`src/include/sram_host_pkg.sv`:
```
package sram_host_pkg;

    localparam int ADDR_WIDTH = 18;
    localparam int DATA_WIDTH = 16;
    localparam int LANE_COUNT = 2;
    localparam int LANE_WIDTH = 8;

    localparam int CLK_PERIOD_PS = 5000;
    localparam int PS_PER_NS = 1000;

    // Timing figures in nanoseconds, fast grade and slow grade.
    localparam int WRITE_CYCLE_FAST_NS = 55;
    localparam int WRITE_CYCLE_SLOW_NS = 70;
    localparam int READ_CYCLE_FAST_NS = 55;
    localparam int READ_CYCLE_SLOW_NS = 70;
    localparam int STROBE_LOW_WIDTH_FAST_NS = 45;
    localparam int STROBE_LOW_WIDTH_SLOW_NS = 60;
    localparam int SELECT_LOW_WIDTH_FAST_NS = 45;
    localparam int SELECT_LOW_WIDTH_SLOW_NS = 60;
    localparam int LANE_LOW_WIDTH_FAST_NS = 45;
    localparam int LANE_LOW_WIDTH_SLOW_NS = 60;
    localparam int DATA_SETUP_FAST_NS = 25;
    localparam int DATA_SETUP_SLOW_NS = 30;
    localparam int STROBE_TO_FLOAT_DELAY_NS = 20;
    localparam int STROBE_HIGH_TO_DRIVE_DELAY_NS = 5;
    localparam int OUTPUT_FLOAT_FAST_NS = 20;
    localparam int OUTPUT_FLOAT_SLOW_NS = 25;
    localparam int DESELECT_TO_RETENTION_DELAY_NS = 0;

    // Cycles from a pin change to the agreed output of the input synchroniser.
    localparam int SYNC_LATENCY = 4;

    localparam int COUNT_WIDTH = 5;

    localparam logic [1:0] LANES_IDLE_N = 2'h3;
    localparam logic [7:0] LANE_ZERO = 8'h00;

    // Least time in whole clock cycles, never below one cycle.
    function automatic int min_cycles(input int ns);
        int c;
        c = (ns * PS_PER_NS + CLK_PERIOD_PS - 1) / CLK_PERIOD_PS;
        return (c < 1) ? 1 : c;
    endfunction : min_cycles

    typedef struct packed {
        logic write;
        logic [ADDR_WIDTH-1:0] addr;
        logic [DATA_WIDTH-1:0] data;
        logic [LANE_COUNT-1:0] lanes;
    } sram_req_type;

    typedef struct packed {
        logic select_n;
        logic write_n;
        logic out_enable_n;
        logic upper_lane_enable_n;
        logic lower_lane_enable_n;
        logic [ADDR_WIDTH-1:0] address_bus;
        logic [DATA_WIDTH-1:0] data_bus_out;
        logic data_bus_oe;
    } sram_pins_type;

endpackage : sram_host_pkg

```
`src/rtl/pin_sync.sv`:
```
`timescale 1ns/1ps
module pin_sync #(
    parameter int WIDTH = 16
) (
    input wire logic i_clk,               // System clock.
    input wire logic i_reset_n,           // Asynchronous reset, active low.
    input wire logic [WIDTH-1:0] i_async, // Input from the pins.
    output logic [WIDTH-1:0] o_sync       // Agreed, synchronised value.
);

    logic [WIDTH-1:0] stage1_reg;
    logic [WIDTH-1:0] stage2_reg;
    logic [WIDTH-1:0] stage3_reg;
    logic [WIDTH-1:0] agreed_reg;

    always_ff @(posedge i_clk or negedge i_reset_n) begin
        if (!i_reset_n) begin
            stage1_reg <= '0;
            stage2_reg <= '0;
            stage3_reg <= '0;
        end else begin
            stage1_reg <= i_async;
            stage2_reg <= stage1_reg;
            stage3_reg <= stage2_reg;
        end
    end

    // A change is taken only once the second and third stages agree.
    always_ff @(posedge i_clk or negedge i_reset_n) begin
        if (!i_reset_n) begin
            agreed_reg <= '0;
        end else if (stage2_reg == stage3_reg) begin
            agreed_reg <= stage3_reg;
        end
    end

    assign o_sync = agreed_reg;

endmodule : pin_sync

```
`src/rtl/sram_write_host.sv`:
```
`timescale 1ns/1ps
// Function
// - Address changes only while select or write strobe is high.
// - Never drive data while the memory may still drive it.
// - Write strobe stays low at least 45 ns fast, 60 ns slow grade.
// - Select stays low at least 45 ns fast, 60 ns slow grade.
// - Lane enables stay low at least 45 ns fast, 60 ns slow grade.
// - Deselect the memory before retention; 0 ns least delay.
// - After retention wait one read cycle time before a new access.
module sram_write_host #(
    parameter bit SLOW_GRADE = 1'b0
) (
    input wire logic i_clk,                                         // 200 MHz clock.
    input wire logic i_reset_n,                                     // Asynchronous reset, active low.
    input wire logic i_req_valid,                                   // Access request.
    input wire sram_host_pkg::sram_req_type i_req,                  // Access kind, address, data, lanes.
    output logic o_req_ready,                                       // Request may be taken.
    output logic o_rd_valid,                                        // One-cycle read data pulse.
    output logic [sram_host_pkg::DATA_WIDTH-1:0] o_rd_data,         // Read data, disabled lanes zero.
    input wire logic i_retain_req,                                  // Ask for data retention.
    output logic o_retain_ok,                                       // Memory deselected, supply may drop.
    output logic o_select_n,                                        // Chip select, active low.
    output logic o_write_n,                                         // Write strobe, active low.
    output logic o_out_enable_n,                                    // Output enable, active low.
    output logic o_upper_lane_enable_n,                             // Upper lane enable, active low.
    output logic o_lower_lane_enable_n,                             // Lower lane enable, active low.
    output logic [sram_host_pkg::ADDR_WIDTH-1:0] o_address_bus,     // Address pins.
    output logic [sram_host_pkg::DATA_WIDTH-1:0] o_data_bus_out,    // Data pins, driven value.
    output logic o_data_bus_oe,                                     // Data pins driven while high.
    input wire logic [sram_host_pkg::DATA_WIDTH-1:0] i_data_bus_in  // Data pins, sensed value.
);

    localparam int WRITE_CYC_I = sram_host_pkg::min_cycles(SLOW_GRADE ? sram_host_pkg::WRITE_CYCLE_SLOW_NS :
                                                                        sram_host_pkg::WRITE_CYCLE_FAST_NS);
    localparam int READ_CYC_I = sram_host_pkg::min_cycles(SLOW_GRADE ? sram_host_pkg::READ_CYCLE_SLOW_NS :
                                                                       sram_host_pkg::READ_CYCLE_FAST_NS);
    localparam int STROBE_CYC_I = sram_host_pkg::min_cycles(SLOW_GRADE ? sram_host_pkg::STROBE_LOW_WIDTH_SLOW_NS :
                                                                         sram_host_pkg::STROBE_LOW_WIDTH_FAST_NS);
    localparam int FLOAT_IN_CYC_I = sram_host_pkg::min_cycles(sram_host_pkg::STROBE_TO_FLOAT_DELAY_NS);
    localparam int FLOAT_OUT_CYC_I = sram_host_pkg::min_cycles(SLOW_GRADE ? sram_host_pkg::OUTPUT_FLOAT_SLOW_NS :
                                                                            sram_host_pkg::OUTPUT_FLOAT_FAST_NS);
    localparam int RETAIN_CYC_I = sram_host_pkg::min_cycles(sram_host_pkg::DESELECT_TO_RETENTION_DELAY_NS);

    localparam int CW = sram_host_pkg::COUNT_WIDTH;
    localparam logic [CW-1:0] WRITE_LAST = CW'(WRITE_CYC_I - 1);
    localparam logic [CW-1:0] STROBE_LAST = CW'(STROBE_CYC_I - 1);
    localparam logic [CW-1:0] FLOAT_IN_LAST = CW'(FLOAT_IN_CYC_I - 1);
    localparam logic [CW-1:0] FLOAT_OUT_LAST = CW'(FLOAT_OUT_CYC_I - 1);
    localparam logic [CW-1:0] READ_LAST = CW'(READ_CYC_I + sram_host_pkg::SYNC_LATENCY - 1);
    localparam logic [CW-1:0] RECOVER_LAST = CW'(READ_CYC_I - 1);
    localparam logic [CW-1:0] RETAIN_LAST = CW'(RETAIN_CYC_I - 1);
    localparam logic [CW-1:0] COUNT_MAX = {CW{1'b1}};
    localparam logic [CW-1:0] COUNT_ONE = CW'(1);

    typedef enum logic [3:0] {
        ST_IDLE,
        ST_SETUP,
        ST_STROBE,
        ST_HOLD,
        ST_CYCLE,
        ST_READ,
        ST_FLOAT,
        ST_RETAIN,
        ST_RECOVER
    } state_type;

    state_type state_reg;
    state_type state_next;
    logic [CW-1:0] elapsed_reg;
    logic [CW-1:0] total_reg;
    sram_host_pkg::sram_req_type req_reg;
    sram_host_pkg::sram_req_type cur_req;
    sram_host_pkg::sram_pins_type pins_reg;
    logic take;
    logic selected_next;
    logic ready_reg;
    logic rd_valid_reg;
    logic [sram_host_pkg::DATA_WIDTH-1:0] rd_data_reg;
    logic retain_ok_reg;
    logic [sram_host_pkg::DATA_WIDTH-1:0] data_sync;

    pin_sync #(
        .WIDTH(sram_host_pkg::DATA_WIDTH)
    ) u_data_sync (
        .i_clk(i_clk),
        .i_reset_n(i_reset_n),
        .i_async(i_data_bus_in),
        .o_sync(data_sync)
    );

    // Retention has priority over a pending request.
    assign take = (state_reg == ST_IDLE) && ready_reg && i_req_valid && !i_retain_req;
    assign cur_req = take ? i_req : req_reg;

    always_comb begin
        state_next = state_reg;
        case (state_reg)
            ST_IDLE: begin
                if (i_retain_req) begin
                    state_next = ST_RETAIN;
                end else if (take) begin
                    state_next = ST_SETUP;
                end
            end
            ST_SETUP: begin
                state_next = req_reg.write ? ST_STROBE : ST_READ;
            end
            ST_STROBE: begin
                if (elapsed_reg == STROBE_LAST) begin
                    state_next = ST_HOLD;
                end
            end
            ST_HOLD: begin
                state_next = ST_CYCLE;
            end
            ST_CYCLE: begin
                if (total_reg >= WRITE_LAST) begin
                    state_next = ST_IDLE;
                end
            end
            ST_READ: begin
                if (elapsed_reg == READ_LAST) begin
                    state_next = ST_FLOAT;
                end
            end
            ST_FLOAT: begin
                if (elapsed_reg == FLOAT_OUT_LAST) begin
                    state_next = ST_IDLE;
                end
            end
            ST_RETAIN: begin
                if (!i_retain_req && elapsed_reg >= RETAIN_LAST) begin
                    state_next = ST_RECOVER;
                end
            end
            ST_RECOVER: begin
                if (elapsed_reg == RECOVER_LAST) begin
                    state_next = ST_IDLE;
                end
            end
            default: begin
                state_next = ST_IDLE;
            end
        endcase
    end

    always_ff @(posedge i_clk or negedge i_reset_n) begin
        if (!i_reset_n) begin
            state_reg <= ST_IDLE;
        end else begin
            state_reg <= state_next;
        end
    end

    // Elapsed counts cycles in the present state; total counts the whole access.
    always_ff @(posedge i_clk or negedge i_reset_n) begin
        if (!i_reset_n) begin
            elapsed_reg <= '0;
            total_reg <= '0;
        end else begin
            if (state_next != state_reg) begin
                elapsed_reg <= '0;
            end else if (elapsed_reg != COUNT_MAX) begin
                elapsed_reg <= elapsed_reg + COUNT_ONE;
            end
            if (state_next == ST_IDLE || state_next == ST_RETAIN || state_next == ST_RECOVER) begin
                total_reg <= '0;
            end else if (total_reg != COUNT_MAX) begin
                total_reg <= total_reg + COUNT_ONE;
            end
        end
    end

    always_ff @(posedge i_clk or negedge i_reset_n) begin
        if (!i_reset_n) begin
            req_reg <= '0;
        end else if (take) begin
            req_reg <= i_req;
        end
    end

    // select held through strobe and hold
    assign selected_next = (state_next == ST_SETUP) || (state_next == ST_STROBE) ||
                           (state_next == ST_HOLD) || (state_next == ST_READ);

    always_ff @(posedge i_clk or negedge i_reset_n) begin
        if (!i_reset_n) begin
            pins_reg.select_n <= 1'b1;
            pins_reg.write_n <= 1'b1;
            pins_reg.out_enable_n <= 1'b1;
            pins_reg.upper_lane_enable_n <= 1'b1;
            pins_reg.lower_lane_enable_n <= 1'b1;
            pins_reg.address_bus <= '0;
            pins_reg.data_bus_out <= '0;
            pins_reg.data_bus_oe <= 1'b0;
        end else begin
            pins_reg.select_n <= !selected_next;
            pins_reg.write_n <= (state_next != ST_STROBE);
            pins_reg.out_enable_n <= (state_next != ST_READ);
            if (selected_next) begin
                pins_reg.upper_lane_enable_n <= !cur_req.lanes[1];
                pins_reg.lower_lane_enable_n <= !cur_req.lanes[0];
            end else begin
                pins_reg.upper_lane_enable_n <= sram_host_pkg::LANES_IDLE_N[1];
                pins_reg.lower_lane_enable_n <= sram_host_pkg::LANES_IDLE_N[0];
            end
            // address moves only while strobe high
            if (take) begin
                pins_reg.address_bus <= i_req.addr;
                pins_reg.data_bus_out <= i_req.data;
            end
            pins_reg.data_bus_oe <= (state_reg == ST_STROBE && state_next == ST_STROBE &&
                                     elapsed_reg >= FLOAT_IN_LAST) ||
                                    (state_next == ST_HOLD) || (pins_reg.data_bus_oe && state_next == ST_STROBE);
        end
    end

    always_ff @(posedge i_clk or negedge i_reset_n) begin
        if (!i_reset_n) begin
            ready_reg <= 1'b0;
        end else begin
            ready_reg <= (state_next == ST_IDLE) && !take;
        end
    end

    always_ff @(posedge i_clk or negedge i_reset_n) begin
        if (!i_reset_n) begin
            rd_valid_reg <= 1'b0;
            rd_data_reg <= '0;
        end else begin
            rd_valid_reg <= (state_reg == ST_READ) && (state_next == ST_FLOAT);
            if (state_reg == ST_READ && state_next == ST_FLOAT) begin
                rd_data_reg <= {req_reg.lanes[1] ? data_sync[15:8] : sram_host_pkg::LANE_ZERO,
                                req_reg.lanes[0] ? data_sync[7:0] : sram_host_pkg::LANE_ZERO};
            end
        end
    end

    always_ff @(posedge i_clk or negedge i_reset_n) begin
        if (!i_reset_n) begin
            retain_ok_reg <= 1'b0;
        end else begin
            retain_ok_reg <= (state_next == ST_RETAIN);
        end
    end

    assign o_req_ready = ready_reg;
    assign o_rd_valid = rd_valid_reg;
    assign o_rd_data = rd_data_reg;
    assign o_retain_ok = retain_ok_reg;
    assign o_select_n = pins_reg.select_n;
    assign o_write_n = pins_reg.write_n;
    assign o_out_enable_n = pins_reg.out_enable_n;
    assign o_upper_lane_enable_n = pins_reg.upper_lane_enable_n;
    assign o_lower_lane_enable_n = pins_reg.lower_lane_enable_n;
    assign o_address_bus = pins_reg.address_bus;
    assign o_data_bus_out = pins_reg.data_bus_out;
    assign o_data_bus_oe = pins_reg.data_bus_oe;

endmodule : sram_write_host

```
`config.mk`:
```
export PLATFORM = sky130hd
export DESIGN_NAME = sram_write_host
export DESIGN_NICKNAME = d
export VERILOG_FILES = /design/src/include/sram_host_pkg.sv /design/src/rtl/pin_sync.sv /design/src/rtl/sram_write_host.sv
export SDC_FILE = /design/constraint.sdc
export NUM_CORES = 1
export LEC_CHECK = 0
export ABC_AREA = 1
export BUFFER_PORTS_ARGS = -buffer_cell sky130_fd_sc_hd__clkbuf_2
export CORE_MARGIN = 5
export CORE_UTILIZATION = 40
export DETAILED_ROUTE_END_ITERATION = 10
export GPL_ROUTABILITY_DRIVEN = 0
export PLACE_DENSITY = 0.62
export SETUP_SLACK_MARGIN = 0.02
export SLEW_MARGIN = 20
export SYNTH_ARGS = -nofsm -noshare
export SYNTH_HDL_FRONTEND = slang
export SYNTH_SLANG_ARGS = --single-unit
export TNS_END_PERCENT = 20
```
`constraint.sdc`:
```
create_clock -name i_clk -period 2.6 [get_ports i_clk]
set_input_delay 0.52 -clock i_clk [delete_from_list [all_inputs] [get_ports i_clk]]
set_output_delay 0.52 -clock i_clk [all_outputs]
set_load 0.02 [all_outputs]
```
# ---- Yosys cells after proc, flatten, opt, wreduce, memory -nomap -nowiden
# Index checks and enable logic that the tools add are counted.
dict set report word_totals {
  reg_bits 140
  latch_bits 0
  ramBits 0
  rom_bits 0
  input_bits 57
  output_inout_bits 59
  word_cells 94
  memories 0
}
dict set report classes {
  add_sub_neg 2
  multipliers 0
  n_div 0
  n_lt_le_gt_ge 3
  eq_ne 25
  shift 0
  n_mux 18
  bitwise 0
  reduce_logical 25
}
# operator n
set op_table {}
lappend op_table {{$pmux 4 s9} 1}
lappend op_table {{$mux 4} 8}
lappend op_table {{$eq 4x3->1 const B} 7}
lappend op_table {{$mux 5} 4}
lappend op_table {{$eq 16x16->1} 1}
lappend op_table {{$eq 4x2->1 const B} 4}
lappend op_table {{$mux 8} 2}
lappend op_table {{$eq 5x4->1 const B} 3}
lappend op_table {{$add 5x1->5 const B} 2}
lappend op_table {{$ne 5x5->1 const B} 2}
lappend op_table {{$logic_and 1x1->1} 9}
lappend op_table {{$eq 4x1->1 const B} 2}
lappend op_table {{$eq 4x4->1 const B} 2}
lappend op_table {{$logic_not 4->1} 2}
lappend op_table {{$logic_or 1x1->1} 7}
lappend op_table {{$eq 5x2->1 const B} 1}
lappend op_table {{$ge 5x1->1 const B} 1}
lappend op_table {{$ge 5x2->1 const B} 1}
lappend op_table {{$ge 5x4->1 const B} 1}
lappend op_table {{$logic_not 1->1} 5}
lappend op_table {{$mux 2} 2}
lappend op_table {{$ne 4x2->1 const B} 1}
lappend op_table {{$ne 4x3->1 const B} 1}
lappend op_table {{$ne 4x4->1} 1}
lappend op_table {{2 further kinds} 3}

# ---- Longest topological paths before layout
dict set report depth {
  ltp_word 12
  ltp_mapped 12
  depth_no_buf 12
}

# ---- Hierarchy
# Synthesis repeated with hierarchy kept, for this count alone.
dict set report hier_totals {
  cells_unflattened 564
  area_unflattened_um2 5925.7
}
# mod instances cells_each area_each_um2 seq_area_each_um2
set by_module_without_submodules {}
lappend by_module_without_submodules {sram_write_host 1 361 3744.8 1908.1}
lappend by_module_without_submodules {pin_sync 1 203 2180.8 1601.5}

# ---- Least setup slack after synthesis
# No wires, ideal clock.
dict set report synth_timing {
  path_kind {reg-to-reg}
  startpoint {register elapsed_reg[0]}
  endpoint {register total_reg[0]}
  setup_ns 0.124
  t_arrival_ns 1.448
  required_time_ns 2.476
  slack_ns 1.029
  path_stages_with_launch 12
  n_path_buf 0
  synth_period_minus_slack_ns 1.571
  cell_sequence {dfrtp_1 > inv_1 > ha_1 > inv_1 > nor2_1 > nand2_1 > nand2_1 > nand2_1 > nor2_4 > nand4_2 > o21ai_2 > nor2_1}
}
dict set report synth_via {
  elab_chain_cells 8
  elab_cells_between_ends 19
  classes_between {order compare (1); eq/ne (6); mux (7); reduce/logical (5)}
}
# item line
set synth_lines {}
lappend synth_lines {{start: declaration} sram_write_host.sv:69} ;# logic [CW-1:0] elapsed_reg;
lappend synth_lines {{start signal: assignment} sram_write_host.sv:164} ;# elapsed_reg <= elapsed_reg + COUNT_ONE;
lappend synth_lines {{$ge 5x1->1} sram_write_host.sv:132} ;# if (!i_retain_req && elapsed_reg >= RETAIN_LAST) begin
lappend synth_lines {{$logic_and 1x1->1} sram_write_host.sv:132}
lappend synth_lines {{$mux 4} sram_write_host.sv:132}
lappend synth_lines {{$pmux 4 s9 (*)} sram_write_host.sv:97} ;# case (state_reg)
lappend synth_lines {{$eq 4x3->1 / $logic_not 4->1 (equally long branches)} sram_write_host.sv:166} ;# if (state_next == ST_IDLE || state_next == ST_RETAIN || state_next == ST_RECOVER) begin
lappend synth_lines {{$logic_or 1x1->1} sram_write_host.sv:166}
lappend synth_lines {{$logic_or 1x1->1 (*)} sram_write_host.sv:166}
lappend synth_lines {{$mux 5 / $reduce_bool 2->1 (equally long branches)} --}
lappend synth_lines {{end signal: assignment} sram_write_host.sv:169} ;# total_reg <= total_reg + COUNT_ONE;
lappend synth_lines {{end: declaration} sram_write_host.sv:70} ;# logic [CW-1:0] total_reg;
# Every way passes the cells marked *; elsewhere a longest branch is shown, timed or not.
# A chain may end at the register's enable or synchronous reset.

==> metrics.md <==
| Metric | Value |
|---|---|
| Status | complete, no violations |
| Final Cycle Share | 72.0% |
| Count of cell types in the netlist | 34 |
| CORE AREA | 0.0139 mm² |
| Total Power | about 0.0075 W |
| Post-Syn Instances | 497 |
| Routed vias/inst | 4.58 |
| Die H | about 130 µm |
| Final Net Count | 654 |
| Post-route ant nets | 0 |
| Flop pwr share | 39.0% |
| CTS root buffer | clkbuf_16 |
| P_int | slightly above 0.005 W |
| Crit Path Class | reg -> reg |
| Crit path max fanout | 27 |
| Pre-antenna DRT Iters | 4 |
| Grt ovf | 0 |
| First-pass GRT wire length | 17300 µm |
| # H-tree levels | 4 |
| Most common cell after layout, fill and taps aside | dfrtp_1 |
| Fmax | 0.534 GHz |
| Post-synthesis net count | 561 |
| Hold Crit Class | in -> async |
| CTS tree | built |
| Maxcap violations | 0 |
| Synthesized area | 0.00567 mm² |
| Placed inst area | between 0.006 and 0.007 mm² |
| Clock power frac | 34.6% |
| Leakage | 3.48 nW |
| Drt first-iter violations | ~220 |
| Vias in the first global route | 3801 |
| Fillers | between 1000 and 1500 |
| Largest net degree at the start of global routing | 79 |
| Die Wd | 129 µm |
| Final Critical Period | 1.87 ns |
| Placement Rows | 43 |
| Yosys reg bits | between 100 and 150 |
| CP Launch Point | state_reg[0] |
| Worst slew pin tran | 0.701 ns |
| YS warnings | 0 |
| Sequential-to-total area share from yosys stat | 61.9% |
| RSZ-0062 raised after global routing | no |
| Slew headroom | 53.3% |
| # setup viols final | 0 |
| Setup TNS Final | 0 ns |
| Combinational Power Share | roughly a quarter |
| Fraction of layout cells with a size suffix above 1 | 33.8% |
| Setup Buffers After CTS | 0 |
| Post-cts sizing count | 0 |
| CP Capture Point | o_lower_lane_enable_n |
| Latest clock arrival within the worst-skew pair | 0.41 ns |
| P_sw | 0.00244 W |
| Final Cell Area | 0.00688 mm² |
| Initial antenna violation count | 0 |
| R2R Setup Slk | between 0.7 and 0.8 ns |
| Critical path startpoint category | flip-flop |
| Most frequent cells in the layout | 135 x dfrtp_1, 114 x clkbuf_2, 104 x nand2_1 |
| Vias after detailed routing | 3590 |
| Critical path arrival | 2.23 ns |
| Starting Density | 40.8% |
| Worst path required time | approximately 3 ns |
| Worst vdd ir | 435 µV |
| R2R Path End | o_lower_lane_enable_n |
| Final Max Tran Viols | 0 |
| Final design utilization | 49.5% |
| Port Buffers | about 120 |
| Clock transition at path regs | 0.06 ns |
| Syn_area_per_cell | 11.4 µm² |
| Clock sink total | 140 |
| Die area | about 0.017 mm² |
| WL final | 10300 µm |
| Drt wl/cell | 13.1 µm |
| Post-placement setup slack | 0.726 ns |
| Setup ws final | 0.729 ns |
| Area Overhead vs Synth | 21.3% |
| Switching Share | between 30% and 40% |
| Max FFs per register | 18 |
| Cell area power density | 1090 mW/mm² |
| CTS Buf Count | 17 |
| Crit end category | flip-flop |
| Reg2Reg Launch Point | state_reg[0] |
| Hold Fails Final Rpt | 0 |
| Clock Tree Buf Depth | 2 |
| Total track usage | 13.2% |
| Cts hold-fix bufs | 0 |
| ANT cells | 0 |
| Clock Skew | between 0.008 and 0.009 ns |
| HPWL Detailed | 7450 µm |
| Reg2reg path depth | 5 |
| Io pins | roughly 120 |
| DRC violations left | 0 |
[synth_stat cells, drive strengths merged]
library cell	n	area share, %
nor2	32	2.8
nand3b	1	0.13
xnor2	16	2.5
mux2	36	7.2
dfstp	5	2.3
nand3	30	3.0
buf	43	5.5
o21ai	23	2.1
a21oi	3	0.26
a21boi	1	0.13
nand4	8	0.99
nand2	111	7.8
inv	29	1.9
o21bai	1	0.13
nor3	7	1.1
o2111ai	1	0.15
clkbuf	3	0.20
ha	7	1.5
xor2	5	0.77
dfrtp	135	60
[cells by family (layout without fill, tap and decap cells)]
| family | Yosys count | in the layout | share of synthesized area [%] |
|---|---|---|---|
| AOI/OAI and AO/OA | 29 | 29 | 2.78 |
| buffers and inverters | 75 | 181 | 7.59 |
| xor gates and xnor gates | 21 | 21 | 3.24 |
| DFF | 140 | 140 | 61.9 |
| adders and majority gates | 7 | 7 | 1.55 |
| and+or+nand+nor | 189 | 189 | 15.8 |
| muxes | 36 | 36 | 7.15 |
[power by group through the flow]
stage	Sequential [W]	Combinational (W)	Clock [W]
2_1_floorplan	0.00290	0.00177	0
3_3_place_gp	0.00294	0.00196	0
5_1_grt	0.00299	0.00218	0.00276
3_5_place_dp	0.00297	0.00200	0
6_report	0.00293	0.00199	0.00260
4_1_cts	0.00293	0.00202	0.00267
[layout make-up]
class                      instances  area (µm²)  area share (%)
sequential                       140        3510            51.0
clock buffer                      23         498            7.24
multi-input combinational        282        1730            25.2
clock inverter                     9         158            2.29
inverter                          29         109            1.58
timing repair buffer             120         644            9.37
tap                              180         225            3.28
[worst min-delay path by stage]
stage                                from                         end  slack, ns
6_report                        i_reset_n                total_reg[1]       0.14
5_1_grt                  i_data_bus_in[1]   u_data_sync.stage1_reg[1]       0.18
4_1_cts                         i_reset_n                total_reg[1]       0.16
3_5_place_dp   u_data_sync.stage1_reg[11]  u_data_sync.stage2_reg[11]       0.33
3_3_place_gp    u_data_sync.stage1_reg[0]   u_data_sync.stage2_reg[0]       0.33
2_1_floorplan                   i_reset_n              elapsed_reg[0]       0.22
[through the flow]
step | instances | hold WS [ns]
2_1_floorplan | 497 | 0.224
3_3_place_gp | 751 | 0.332
3_5_place_dp | 751 | 0.335
4_1_cts | 783 | 0.163
5_1_grt | 783 | 0.183
6_report | 783 | 0.138
[worst max-delay path: stages, from the launching register on]
cell	delay, ns
dfrtp_1	0.47
nor2_2	0.26
nand3_2	0.36
buf_12	0.30
mux2_1	0.34
nand2_1	0.08
[per-layer routing]
metal  track usage [%]  part of all wire (%)  vias to the layer above
met1              15.6                    42                     1713
li1                  -                     -                     1753
met3              5.48                   6.8                       21
met2              21.4                    49                      103
met5                 0                     0                        -
met4              5.74                   2.2                        0
(Power assumes the default switching activity.)
